## config.mk

```make
export PLATFORM = sky130hd
export DESIGN_NAME = analog_port_gpio_control
export DESIGN_NICKNAME = d
export VERILOG_FILES = /design/src/rtl/gpio_ad_pkg.sv /design/src/rtl/pin_sync.sv /design/src/rtl/analog_port_gpio_control.sv
export SDC_FILE = /design/constraint.sdc
export NUM_CORES = 1
export LEC_CHECK = 0
export ABC_AREA = 1
export BUFFER_PORTS_ARGS = -buffer_cell sky130_fd_sc_hd__buf_4
export CAP_MARGIN = 20
export CORE_MARGIN = 2
export CORE_UTILIZATION = 56
export CTS_CLUSTER_DIAMETER = 120
export CTS_CLUSTER_SIZE = 25
export DETAILED_ROUTE_END_ITERATION = 8
export GPL_TIMING_DRIVEN = 1
export PLACE_DENSITY_LB_ADDON = 0.15
export SLEW_MARGIN = 20
export SYNTH_ARGS = -nofsm -noshare
export SYNTH_HDL_FRONTEND = slang
export SYNTH_HIERARCHICAL = 1
export SYNTH_SLANG_ARGS = --single-unit
```

## constraint.sdc

```tcl
create_clock -name clk_i -period 3.61 [get_ports clk_i]
set_input_delay 0.1805 -clock clk_i [delete_from_list [all_inputs] [get_ports clk_i]]
set_output_delay 0.1805 -clock clk_i [all_outputs]
set_load 0.03 [all_outputs]
```

## src/rtl/gpio_ad_pkg.sv

```systemverilog
// Notes on behaviour
// RULE1: data read gives latch if output, else pin
// RULE2: input view always returns synchronised pin levels
// RULE3: writes to input view change nothing
// RULE4: direction bit 0 input, 1 output
// RULE5: input reads settle within five cycles after direction change
// RULE6: drive bit 0 full, 1 reduced; outputs only
// RULE7: pull enable acts on inputs, cleared at reset
// RULE8: no pull while converter channel enabled
// RULE9: pull select chooses up or down, inputs only
// RULE10: data latch is driven on general-purpose outputs
// RULE11: latch writes reach pin only on gp outputs
// RULE12: peripheral ownership overrides the direction bit
// RULE13: settings writable anytime, effective only when applicable
// RULE14: reset leaves every pin a general-purpose input
// RULE15: all port registers reset asynchronously
// RULE16: pins synchronised before register reads return them
package gpio_ad_pkg;

	localparam int unsigned PORT_W = 8;
	localparam int unsigned IDX_W  = 6;

	typedef logic [PORT_W-1:0] port_t;
	typedef logic [IDX_W-1:0]  reg_idx_t;

	// register word indices; byte address is four times the index
	localparam reg_idx_t IDX_PORT_OUTPUT_LATCH     = 6'h30;
	localparam reg_idx_t IDX_PIN_INPUT_VIEW        = 6'h31;
	localparam reg_idx_t IDX_DIRECTION_SELECT      = 6'h32;
	localparam reg_idx_t IDX_DRIVE_STRENGTH_SELECT = 6'h33;
	localparam reg_idx_t IDX_PULL_ENABLE           = 6'h34;
	localparam reg_idx_t IDX_PULL_POLARITY_SELECT  = 6'h35;

	// word index sits above the two byte-offset bits of the address
	localparam int unsigned ADR_IDX_LSB = 2;

	// reset values
	localparam port_t RST_PORT_OUTPUT_LATCH     = 8'h00;
	localparam port_t RST_DIRECTION_SELECT      = 8'h00;
	localparam port_t RST_DRIVE_STRENGTH_SELECT = 8'h00;
	localparam port_t RST_PULL_ENABLE           = 8'h00;
	localparam port_t RST_PULL_POLARITY_SELECT  = 8'h00;
	localparam port_t PORT_ZERO                 = 8'h00;
	localparam logic [31:0] BUS_ZERO            = 32'h0000_0000;

	// software-visible configuration
	typedef struct packed {
		port_t port_output_latch;
		port_t direction_select;
		port_t drive_strength_select;
		port_t pull_enable;
		port_t pull_polarity_select;
	} cfg_s;

	// values presented to the pad ring
	typedef struct packed {
		port_t pin_out;
		port_t pin_oe_n;
		port_t drive_reduced;
		port_t pull_up;
		port_t pull_down;
	} pad_s;

	// bus answer
	typedef struct packed {
		logic        ack;
		logic [31:0] dat;
	} bus_s;

	// whole state of the port block
	typedef struct packed {
		cfg_s cfg;
		pad_s pad;
		bus_s bus;
	} state_s;

endpackage

```

## src/rtl/pin_sync.sv

```systemverilog
`timescale 1ns/1ps
`default_nettype none

// three-stage synchroniser; the output follows once stages two and three agree
module pin_sync
	import gpio_ad_pkg::*;
#(
	parameter int unsigned WIDTH = PORT_W
)
(
	// clock and reset
	input  wire logic             clk_i,
	input  wire logic             reset_n_i,
	// asynchronous levels in, stable levels out
	input  wire logic [WIDTH-1:0] async_i,
	output var  logic [WIDTH-1:0] sync_o
);

	typedef struct packed {
		logic [WIDTH-1:0] s1;
		logic [WIDTH-1:0] s2;
		logic [WIDTH-1:0] s3;
		logic [WIDTH-1:0] q;
	} sync_s;

	sync_s st;
	sync_s next_st;

	initial
	begin
		if (WIDTH < 1)
		begin
			$error("pin_sync needs at least one bit");
		end
	end

	always_comb
	begin
		next_st    = st;
		next_st.s1 = async_i;
		next_st.s2 = st.s1;
		next_st.s3 = st.s2;
		for (int i = 0; i < WIDTH; i++)
		begin
			if (st.s2[i] == st.s3[i])
			begin
				next_st.q[i] = st.s3[i];
			end
		end
	end

	always_ff @(posedge clk_i or negedge reset_n_i)
	begin
		if (!reset_n_i)
		begin
			st <= '0; // RULE15
		end
		else
		begin
			st <= next_st;
		end
	end

	assign sync_o = st.q;

endmodule

`default_nettype wire

```

## src/rtl/analog_port_gpio_control.sv

```systemverilog
`timescale 1ns/1ps
`default_nettype none

module analog_port_gpio_control
	import gpio_ad_pkg::*;
#(
	parameter int unsigned ADR_W = 8
)
(
	// clock and reset
	input  wire logic             clk_i,
	input  wire logic             reset_n_i,

	// classic wishbone slave
	input  wire logic             cyc_i,
	input  wire logic             stb_i,
	input  wire logic             we_i,
	input  wire logic [ADR_W-1:0] adr_i,
	input  wire logic [3:0]       sel_i,
	input  wire logic [31:0]      dat_i,
	output var  logic [31:0]      dat_o,
	output var  logic             ack_o,

	// pad levels from the pins
	input  wire logic [7:0]       pin_i,

	// peripheral sharing the pins
	input  wire logic [7:0]       periph_own_i,
	input  wire logic [7:0]       periph_oe_i,
	input  wire logic [7:0]       periph_out_i,

	// analog converter channel enables
	input  wire logic [7:0]       analog_converter_channel_i,

	// pad controls
	output var  logic [7:0]       pin_o,
	output var  logic [7:0]       pin_oe_n_o,
	output var  logic [7:0]       drive_reduced_o,
	output var  logic [7:0]       pull_up_o,
	output var  logic [7:0]       pull_down_o
);

	state_s st;
	state_s next_st;
	port_t  pin_sync_q;

	initial
	begin
		if (ADR_W < IDX_W + ADR_IDX_LSB)
		begin
			$error("address bus too narrow for the register map");
		end
		// pin ports are fixed at one byte
		if ($bits(pin_i) != PORT_W)
		begin
			$error("pin ports do not match the port width");
		end
	end

	// byte lane 0 carries the 8-bit registers
	function automatic port_t lane_merge(input port_t old_v, input logic [31:0] d,
	                                     input logic lane_en);
		port_t r;
		r = old_v;
		if (lane_en)
		begin
			r = d[PORT_W-1:0];
		end
		return r;
	endfunction

	// per pin select between two vectors
	function automatic port_t pick(input port_t sel, input port_t one_v, input port_t zero_v);
		return (sel & one_v) | (~sel & zero_v);
	endfunction

	// a wider bus must not alias the map: address bits above the index stay clear
	function automatic logic upper_clear(input logic [ADR_W-1:0] a);
		logic [ADR_W-1:0] hi;
		hi = a >> (IDX_W + ADR_IDX_LSB);
		return (hi == '0);
	endfunction

	// word indices that answer with a register
	function automatic logic is_mapped(input reg_idx_t i);
		logic hit;
		case (i)
			IDX_PORT_OUTPUT_LATCH,
			IDX_PIN_INPUT_VIEW,
			IDX_DIRECTION_SELECT,
			IDX_DRIVE_STRENGTH_SELECT,
			IDX_PULL_ENABLE,
			IDX_PULL_POLARITY_SELECT:
			begin
				hit = 1'b1;
			end
			default:
			begin
				hit = 1'b0;
			end
		endcase
		return hit;
	endfunction

	// read value of one word; bits above the byte read zero
	function automatic logic [31:0] read_word(input reg_idx_t i,
	                                          input cfg_s     cfg,
	                                          input port_t    data_v,
	                                          input port_t    pins);
		logic [31:0] w;
		w = BUS_ZERO;
		case (i)
			IDX_PORT_OUTPUT_LATCH:
			begin
				w[PORT_W-1:0] = data_v; // RULE1
			end
			IDX_PIN_INPUT_VIEW:
			begin
				w[PORT_W-1:0] = pins; // RULE2
			end
			IDX_DIRECTION_SELECT:
			begin
				w[PORT_W-1:0] = cfg.direction_select;
			end
			IDX_DRIVE_STRENGTH_SELECT:
			begin
				w[PORT_W-1:0] = cfg.drive_strength_select;
			end
			IDX_PULL_ENABLE:
			begin
				w[PORT_W-1:0] = cfg.pull_enable;
			end
			IDX_PULL_POLARITY_SELECT:
			begin
				w[PORT_W-1:0] = cfg.pull_polarity_select;
			end
			default:
			begin
				w = BUS_ZERO;
			end
		endcase
		return w;
	endfunction

	// pad controls from the per-pin modes
	function automatic pad_s pad_next(input cfg_s  cfg,
	                                  input port_t out_m,
	                                  input port_t value,
	                                  input port_t pull_m);
		pad_s p;
		p.pin_out       = value; // RULE10 RULE11
		p.pin_oe_n      = ~out_m; // RULE4
		p.drive_reduced = cfg.drive_strength_select & out_m; // RULE6 RULE13
		p.pull_up       = pull_m & ~cfg.pull_polarity_select; // RULE9
		p.pull_down     = pull_m & cfg.pull_polarity_select; // RULE9
		return p;
	endfunction

	pin_sync #(
		.WIDTH (PORT_W)
	) u_pin_sync (
		.clk_i     (clk_i),
		.reset_n_i (reset_n_i),
		.async_i   (pin_i),
		.sync_o    (pin_sync_q) // RULE16
	);

	reg_idx_t adr_idx;
	logic     req;
	logic     adr_hit;
	port_t    gp_out;
	port_t    gp_in;
	port_t    per_out;
	port_t    per_in;
	port_t    out_mode;
	port_t    in_mode;
	port_t    out_value;
	port_t    pull_on;
	port_t    data_view;

	always_comb
	begin
		adr_idx = adr_i[ADR_IDX_LSB +: IDX_W];
		req     = cyc_i & stb_i & ~st.bus.ack;
		adr_hit = upper_clear(adr_i) & is_mapped(adr_idx);
	end

	always_comb
	begin
		// peripheral ownership replaces the direction bit
		gp_out    = ~periph_own_i & st.cfg.direction_select; // RULE4
		gp_in     = ~periph_own_i & ~st.cfg.direction_select; // RULE4
		per_out   = periph_own_i & periph_oe_i; // RULE12
		per_in    = periph_own_i & ~periph_oe_i; // RULE12
		out_mode  = gp_out | per_out;
		in_mode   = gp_in | per_in;
		// latch reaches the pin only for general-purpose outputs
		out_value = pick(periph_own_i, periph_out_i, st.cfg.port_output_latch); // RULE10 RULE11
		// pulls only on inputs and never on an active converter channel
		pull_on   = st.cfg.pull_enable & in_mode & ~analog_converter_channel_i; // RULE7 RULE8
		// data read: latch for output bits, synchronised pin otherwise
		data_view = pick(st.cfg.direction_select, st.cfg.port_output_latch,
		                 pin_sync_q); // RULE1 RULE5
	end

	always_comb
	begin
		next_st = st;

		// pad controls, registered so every output comes from a flop
		next_st.pad = pad_next(st.cfg, out_mode, out_value, pull_on);

		// one-cycle ack, dropped the cycle after
		next_st.bus.ack = req;
		next_st.bus.dat = BUS_ZERO;

		if (req)
		begin
			if (!adr_hit)
			begin
				// unmapped word: acknowledged, reads zero, write dropped
				next_st.bus.dat = BUS_ZERO;
			end
			else if (we_i)
			begin
				// every configuration register takes writes at any time
				case (adr_idx)
					IDX_PORT_OUTPUT_LATCH:
					begin
						next_st.cfg.port_output_latch =
							lane_merge(st.cfg.port_output_latch, dat_i, sel_i[0]); // RULE11 RULE13
					end
					IDX_DIRECTION_SELECT:
					begin
						next_st.cfg.direction_select =
							lane_merge(st.cfg.direction_select, dat_i, sel_i[0]); // RULE13
					end
					IDX_DRIVE_STRENGTH_SELECT:
					begin
						next_st.cfg.drive_strength_select =
							lane_merge(st.cfg.drive_strength_select, dat_i, sel_i[0]); // RULE13
					end
					IDX_PULL_ENABLE:
					begin
						next_st.cfg.pull_enable =
							lane_merge(st.cfg.pull_enable, dat_i, sel_i[0]); // RULE13
					end
					IDX_PULL_POLARITY_SELECT:
					begin
						next_st.cfg.pull_polarity_select =
							lane_merge(st.cfg.pull_polarity_select, dat_i, sel_i[0]); // RULE13
					end
					IDX_PIN_INPUT_VIEW:
					begin
						// read-only view: write is acknowledged and dropped
						next_st.cfg = st.cfg; // RULE3
					end
					default:
					begin
						next_st.cfg = st.cfg;
					end
				endcase
			end
			else
			begin
				next_st.bus.dat = read_word(adr_idx, st.cfg, data_view, pin_sync_q);
			end
		end
	end

	always_ff @(posedge clk_i or negedge reset_n_i)
	begin
		if (!reset_n_i)
		begin
			// RULE15
			st.cfg.port_output_latch     <= RST_PORT_OUTPUT_LATCH;
			st.cfg.direction_select      <= RST_DIRECTION_SELECT; // RULE14
			st.cfg.drive_strength_select <= RST_DRIVE_STRENGTH_SELECT;
			st.cfg.pull_enable           <= RST_PULL_ENABLE; // RULE7
			st.cfg.pull_polarity_select  <= RST_PULL_POLARITY_SELECT;
			st.pad.pin_out               <= PORT_ZERO;
			st.pad.pin_oe_n              <= ~PORT_ZERO; // RULE14
			st.pad.drive_reduced         <= PORT_ZERO;
			st.pad.pull_up               <= PORT_ZERO;
			st.pad.pull_down             <= PORT_ZERO;
			st.bus.ack                   <= 1'b0;
			st.bus.dat                   <= BUS_ZERO;
		end
		else
		begin
			st <= next_st;
		end
	end

	always_comb
	begin
		dat_o           = st.bus.dat;
		ack_o           = st.bus.ack;
		pin_o           = st.pad.pin_out;
		pin_oe_n_o      = st.pad.pin_oe_n;
		drive_reduced_o = st.pad.drive_reduced;
		pull_up_o       = st.pad.pull_up;
		pull_down_o     = st.pad.pull_down;
	end

endmodule

`default_nettype wire

```

### Yosys cells after proc, flatten, opt, wreduce, memory -nomap -nowiden

Cells that the tools add are included.
W data, S select, Z words.

| storage, ports and cells | value |
|---|---|
| memories | 0 |
| bits of input ports | 89 |
| logic and storage cells | 74 |
| memory bits (read-only) | 0 |
| RAM bits | 0 |
| bits in latches | 0 |
| register bits | 145 |

| operators by class | value |
|---|---|
| eq/ne operators | 14 |
| bitwise operators | 26 |
| magnitude comparators | 0 |
| reduce and logical (&&, ||, !) cells | 6 |
| shift-type cells | 0 |
| mux-type cells | 5 |
| $mul | 0 |
| add/subtract/negate cells | 0 |
| divide/modulo/power cells | 0 |

Operators by type and width:

| cell | count |
|---|---|
| $and A8 B8 Y8 | 13 |
| $not A8 Y8 | 6 |
| $pmux W8 S6 | 1 |
| $eq A6 B6 Y1 const B | 6 |
| $or A8 B8 Y8 | 4 |
| $reduce_and A5 Y1 | 5 |
| $mux W8 | 3 |
| $eq A1 B1 Y1 | 8 |
| $reduce_or A6 Y1 | 1 |
| $and A1 B1 Y1 | 2 |
| $mux W1 | 1 |
| $not A1 Y1 | 1 |

### Longest topological paths before layout

Gate-level depths: netlist of run 1.

| logic depth | value |
|---|---|
| word-level depth | 7 |
| depth in mapped cells | 10 |
| mapped depth without buffers | 9 |

### Hierarchy

Netlist of run 1, hierarchy kept.

By module, submodules not included:

| module | area an instance (um^2) | cells each | times used | seq. area each (um^2) |
|---|---|---|---|---|
| analog_port_gpio_control | 4458.0 | 490 | 1 | 2237.1 |
| pin_sync | 991.0 | 72 | 1 | 800.8 |

### Worst setup path after synthesis of run 1

No wires, ideal clock.

| timing | value |
|---|---|
| path kind | register to register |
| start | reg st, in the netlist ack_o |
| end | reg st[100] in the netlist's numbering |
| period minus slack after synthesis | 1462 ps |
| data arrival time | 1397 ps |
| library setup time | 65 ps |
| required time | 3545 ps |
| path buffers | 1 |
| slack | 2148 ps |
| stages on the path, launching flop included | 7 |
| cells stage by stage | dfrtp_1 > nor2_2 > inv_1 > nor2_8 > buf_4 > nand4_1 > nand2_1 |

RTL lines:

| item | line | text |
|---|---|---|
| from (decl) | analog_port_gpio_control.sv:43 | `state_s st;` |
| from (signal assigned) | analog_port_gpio_control.sv:291 | `st <= next_st;` |

==> results of run 1 <==
## where the power goes
part	switching [mW]	leakage, nW	total, mW	internal [mW]
clock network	0.626	0.276	1.68	1.05
registers	0.0215	1.53	1.42	1.40
logic	0.184	1.80	0.319	0.135
## worst max-delay path by stage
stage | startpoint | endpoint
detailed placement | adr_i[5] | dat_o[2]
CTS | stb_i | dat_o[2]
floorplan | ack_o | st[100]
global route | stb_i | dat_o[2]
finish | stb_i | dat_o[2]
global placement | sel_i[0] | st[110]
## flip-flops by register name (all words and copies together), names as in the netlist
register	cells
ack_o	1
dat_o	8
drive_reduced_o	8
pin_o	8
pin_oe_n_o	8
pull_down_o	8
pull_up_o	8
st	40
u_pin_sync/next_st	16
u_pin_sync/st	8
u_pin_sync/sync_o	8
## layout make-up
| type | count | area share (%) |
|---|---|---|
| clock buffer | 17 | 5.83 |
| clock inverter | 15 | 2.50 |
| inverter | 42 | 2.22 |
| multi-input combinational | 331 | 23.6 |
| sequential | 121 | 42.8 |
| tap | 133 | 2.34 |
| timing repair buffer | 173 | 20.8 |
## layout by cell type, fill, tap and decap left out
master,n
clkinv_4,3
mux2i_1,8
dlygate4sd3_1,61
nor2_8,1
nand4_2,5
clkbuf_8,1
nor2_2,3
a21oi_1,16
inv_6,1
buf_6,1
inv_1,37
buf_4,110
nand4_1,48
buf_16,1
inv_2,4
clkinv_2,3
bufinv_16,3
clkinvlp_4,5
dfstp_2,8
clkinv_1,1
conb_1,24
dfrtp_1,113
nand3b_1,9
nor2_1,61
nand2_2,4
clkbuf_16,16
mux2_2,8
o21ai_0,16
nand2_1,112
nand3_1,11
nor2_4,5
## critical path, cell delays in order
cell and delay, ns:
dlygate4sd3_1 0.53, buf_4 0.10, nand2_1 0.04, dlygate4sd3_1 0.56, nor2_2 0.36, inv_1 0.20, nor2_8 0.43, nand2_2 0.27
nor2_1 0.27
## cell usage after synthesis, types with 4 or more instances
library cell  instances
nor2_1               61
inv_1                37
nand2_1             112
dfstp_2               8
nand3_1              11
buf_4                85
dfrtp_1             113
inv_2                 4
nand4_1              48
o21ai_0              16
nor2_4                5
nand2_2               4
nand4_2               5
mux2_2                8
a21oi_1              16
nand3b_1              9
mux2i_1               8
## per-stage QoR
step	util, %	worst slack (ns)	instances	instance area, sq um	total power [mW]
detailed placement	61.2	1.53	738	5870	1.70
floorplan	-	2.15	585	5540	1.62
finish	74.0	1.10	832	7100	3.42
global route	74.0	1.01	832	7100	3.53
CTS	73.7	1.13	831	7070	3.42
global placement	61.2	1.55	738	5870	1.70
## cell families (layout without fill, tap and decap cells)
group / Yosys count / in the layout
and+or+nand+nor: 259 / 259
buffers and inverters: 133 / 247
muxes: 16 / 16
DFF: 121 / 121
AOI/OAI and AO/OA: 32 / 32
other: 1 / 24
## metal layers
metal / track usage [%] / wire (microns)
met5: 0 / 0
met4: 9.95 / 155
met3: 7.25 / 1010
met2: 43.6 / 6540
met1: 33.5 / 5290
==> results.md, run 1 <==
- Outcome: complete, no violations
- Min-delay worst type: input pin to flip-flop
- Largest net degree at the start of global routing: 86
- Final Hold Fails: 0
- Largest area contributor in the netlist: dfrtp_1
- # Post-CTS Setup Buffers: 0
- Hold depth: 3
- Nets: 775
- Die ar.: 10,500 sq um
- Die X: 103 microns
- Largest family of logic cells by synthesized area: simple AND/OR/NAND/NOR gates
- Post-synthesis register bit count: 121
- R2R cell count: 5
- Synth unique cells: 23
- RSZ-0062 raised after global routing: no
- Iter 0 DRT Violations: 330
- Global-route wire length before repair: 20.7 mm
- Top-area cell type share of the netlist area: 51.9%
- Clock sink total: 121
- Die height: 103 microns
- Max FO, Critical Path: 33
- Initial antenna violation count: 0
- Fill cell total of the finished layout: 683
- Pwr dens: 481 nW/um^2
- GPL Wtd Cong: 0.822
- Mux cell area share after synthesis: 3.12%
- R2r startpoint: ack_o
- Post-synthesis xor/xnor area fraction: 0%
- Vias: 4,240
- Core footprint: 9590 sq um
- Clock Latency Late Sink: 0.52 ns
- Final count of pins violating max slew: 0
- I/O pin cnt: 162
- Routed wire per std cell: 15.6 microns
- Vias per cell: 5.10
- PortBufs: 108
- Clock Tree Buf Depth: 2
- Area delta synth->final: 30.4%
- Reg clk slew, reported paths: 0.06 ns
- Antenna diodes: 0
- Synth Area per Inst: 9.70 sq um
- Post-synth EDFFs: 0
- CTS tree: done
- Post-synthesis simple-gate area fraction: 23.0%
- Share of cells above drive strength 1: 26.0%
- Worst R2R End: dat_o[2]
- Mapped cell area: 5450 sq um
- Hold Startpoint: periph_own_i[0]
- Fmax: 0.398 GHz
- DRT Wirelength: 13.0 mm
- Final ANT Viol Nets: 0
- Reg area: 3040 sq um
- Synthesized instance count: 562
- Residual DRC: 0
- Tot GR Track Use: 26.4%
- Synth Flop Type: dfrtp_1
- Initial cell density of the core: 56.8%
- Root Driver: clkbuf_8
- Core Rows: 36
- Share of the yosys chip area belonging to registers: 55.8%
- Gr ovfl total: 0
- Critical path data required time: 4.03 ns
- Num CTS Buffers: 17
- Hold_buf cts: 61
- Critical Path AT: 2.94 ns
- Synth warnings: 6
- Crit path launch type: input pin
- Area of the multi-input gates: 1680 sq um
- Synth area leaders: dfrtp_1 (52%), buf_4 (12%), nand2_1 (7.7%), nand4_1 (5.5%), nor2_1 (4.2%)
- Tcrit/Tclk final: 69.6%
- Worst-margin pin slew: 0.816 ns
- Static leakage: 3.61 nW
- Detailed-placement wirelength estimate: 7.47 mm
- Critical path capture point type: flip-flop
- Synth Area in Compound Gates: 2.94%
- Peak supply drop: 0.304 mV
- Worst R2R Setup Slack: 1.57 ns
- Adder-Cell Fraction of Synth Area: 0%
- Setup CP Type: input pin to flip-flop
- Hold slack: 0.0136 ns
- Final TNS setup: 0 ns
- Vias in the first global route: 4,202
- Final Skew: 0.00827 ns
- # resized after CTS: 0
- Period minus WS final: 2.51 ns
- Final setup vio count: 0
- Router iterations before antenna repair: 4
- H-tree levels: 4
- Ys async rst share: 100%
- Hold EP: drive_reduced_o[0]
- Max_cap viols: 0
- Slew margin rel.: 45.4%
Note: power is estimated with default switching activity, not from simulation.
==> inputs of run 2 (changes only) <==
CORE_UTILIZATION = 52   (was 56)
clock period = 2.65 ns   (was 3.61 ns; I/O delays follow)
==> run 2 against run 1 <==
Effect of this change:
- hold slack better by 0.052 ns
- core utilization shrank 3.8 points
- power rose by 43%
- largest cell class unchanged
- via count down 0.68%
- clock-buffer cell count rose by 5
==> results.md, run 2 (synthesized netlist as in run 1, its figures left out) <==
- Outcome: complete, no violations
- Hold depth: 4 (+1)
- Core Rows: 37 (+2.8%)
- Initial antenna violation count: 0 (unchanged)
- Vias in the first global route: 4,234 (+0.76%)
- Core footprint: 10,200 sq um (+6.6%)
- Routed wire per std cell: 15.3 microns (-1.9%)
- Num CTS Buffers: 17 (unchanged)
- Router iterations before antenna repair: 5 (+1)
- Max reg flops: 40 (unchanged)
- Worst-margin pin slew: 0.679 ns (-0.137 ns)
- Final Skew: 0.00609 ns (-0.00218 ns)
- Critical path capture point type: flip-flop
- Seq pwr share: 39.6% (-2.0 points)
- Nets: 781 (+0.77%)
- Commonest non-fill, non-tap cell in the layout: buf_4
- Pwr dens: 681 nW/um^2 (+41%)
- Max FO, Critical Path: 16 (-52%)
- Detailed-placement wirelength estimate: 7.82 mm (+4.6%)
- Max_cap viols: 0 (unchanged)
- R2r startpoint: ack_o
- Critical path data required time: 3.04 ns (-0.99 ns)
- Fmax: 0.456 GHz
- Die X: 106 microns (+3.6%)
- Hold Startpoint: we_i
- Gr ovfl total: 0 (unchanged)
- CTS tree: done
- Root Driver: clkbuf_8
- Global-route wire length before repair: 20.6 mm (-0.77%)
- Post-DP Area: 5920 sq um (+0.83%)
- Die height: 106 microns (+3.6%)
- Antenna diodes: 0 (unchanged)
- Area of the multi-input gates: 1680 sq um (unchanged)
- Most frequent cells in the layout: buf_4 (117), dfrtp_1 (113), nand2_1 (112)
- Static leakage: 3.67 nW (+1.6%)
- Critical Path AT: 2.58 ns (-0.36 ns)
- Biggest register: st
- Iter 0 DRT Violations: 244 (-26%)
- Peak supply drop: 0.445 mV (+46%)
- Tcrit/Tclk final: 82.7%
- Final count of pins violating max slew: 0 (unchanged)
- Slew margin rel.: 54.5% (+9.1 points)
- GPL Wtd Cong: 0.859 (+4.5%)
- Share of cells above drive strength 1: 26.0% (-0.043 points)
- Final setup vio count: 0 (unchanged)
- Vias: 4,211 (-0.68%)
- Area delta synth->final: 31.9%
- H-tree levels: 4 (unchanged)
- Clock power share: 51.6% (+2.6 points)
- Reg clk slew, reported paths: 0.05 ns (about the same)
- Initial cell density of the core: 53.3% (-3.5 points)
- # Post-CTS Setup Buffers: 0 (unchanged)
- Tot GR Track Use: 24.4% (-2.1 points)
- Reg area: 3040 sq um (unchanged)
- Setup CP Type: input pin to flip-flop
- Period minus WS final: 2.19 ns
- Vias per cell: 5.01 (-1.6%)
- Crit path launch type: input pin
- Die ar.: 11,300 sq um (+7.4%)
- I/O pin cnt: 162 (unchanged)
- Hold EP: dat_o[1]
- Fill cell total of the finished layout: 771 (+13%)
- Largest net degree at the start of global routing: 50 (-42%)
- Clock Latency Late Sink: 0.53 ns (about the same)
- Final WS setup: 0.459 ns (-0.637 ns)
- Worst R2R Setup Slack: 0.88 ns (-0.69 ns)
- Net Switching: 1.04 mW (+26%)
- Int Pwr: 3.85 mW (+49%)
- Final ANT Viol Nets: 0 (unchanged)
- Min-delay worst type: input pin to flip-flop
- Hold slack: 0.0659 ns (+0.0522 ns)
- Final cell area excluding filler cells: 7190 sq um (+1.2%)
- RSZ-0062 raised after global routing: no
- Final Hold Fails: 0 (unchanged)
- DRT Wirelength: 12.9 mm (-0.92%)
- R2R cell count: 4 (-1)
- Clock Tree Buf Depth: 2 (unchanged)
- Switch share: 21.3% (-3.0 points)
- Dpl ws: 0.616 ns (-0.910 ns)
- Worst R2R End: st[90]
- Clock sink total: 121 (unchanged)
- Final TNS setup: 0 ns (unchanged)
- PortBufs: 108 (unchanged)
- Residual DRC: 0 (unchanged)
- Comb pwr share: 8.8% (-0.5 points)
## run 2: power groups by stage
stage	Combinational [mW]	Sequential [mW]	Clock [mW]
2_1_floorplan	0.251	1.96	0
3_3_place_gp	0.350	1.97	0
3_5_place_dp	0.356	1.97	0
4_1_cts	0.428	1.94	2.56
5_1_grt	0.466	1.94	2.65
6_report	0.431	1.94	2.52
## run 2: area by class of cell
type	count	area share [%]
Clock buffer	22	6.30
Clock inverter	9	2.72
Inverter	42	2.19
Multi-Input combinational cell	331	23.3
Sequential cell	121	42.3
Tap cell	136	2.37
Timing Repair Buffer	179	20.9
## run 2: worst max-delay path: stages
cell           delay (ns)
dlygate4sd3_1        0.52
buf_4                0.10
nand2_1              0.03
dlygate4sd3_1        0.56
nor2_2               0.32
nand4_2              0.52
nor2_1               0.31
a21oi_1              0.08
## run 2: repair_timing
action,4_1_cts,5_1_grt
setup endpoints to repair,0,0
hold buffers,62,0
endpoints found under the hold margin,131,0
gates resized for setup,0,0
## run 2: how the worst max path moves through the flow
stage,slack [ns],cells past startpoint,from,end
final,0.46,8,stb_i,st[90]
after global routing,0.36,8,stb_i,st[90]
after CTS,0.48,8,stb_i,st[90]
after detailed placement,0.62,7,adr_i[5],st[92]
after global placement,0.67,7,adr_i[5],st[91]
after floorplan,1.19,6,ack_o,st[100]
## run 2: per-layer routing
layer | vias to the layer above | GRT usage, % | share of wire (%)
li1 | 1993 | - | -
met1 | 1985 | 29.5 | 38
met2 | 200 | 39.6 | 51
met3 | 33 | 7.73 | 9.1
met4 | 0 | 11.7 | 2.4
met5 | - | 0 | 0
## run 2: through the flow
stage,power [mW],instances,utilization (%)
floorplan,2.21,585,-
global placement,2.31,747,57.9
detailed placement,2.32,747,57.9
CTS,4.92,840,70.3
global route,5.06,840,70.3
finish,4.89,840,70.3
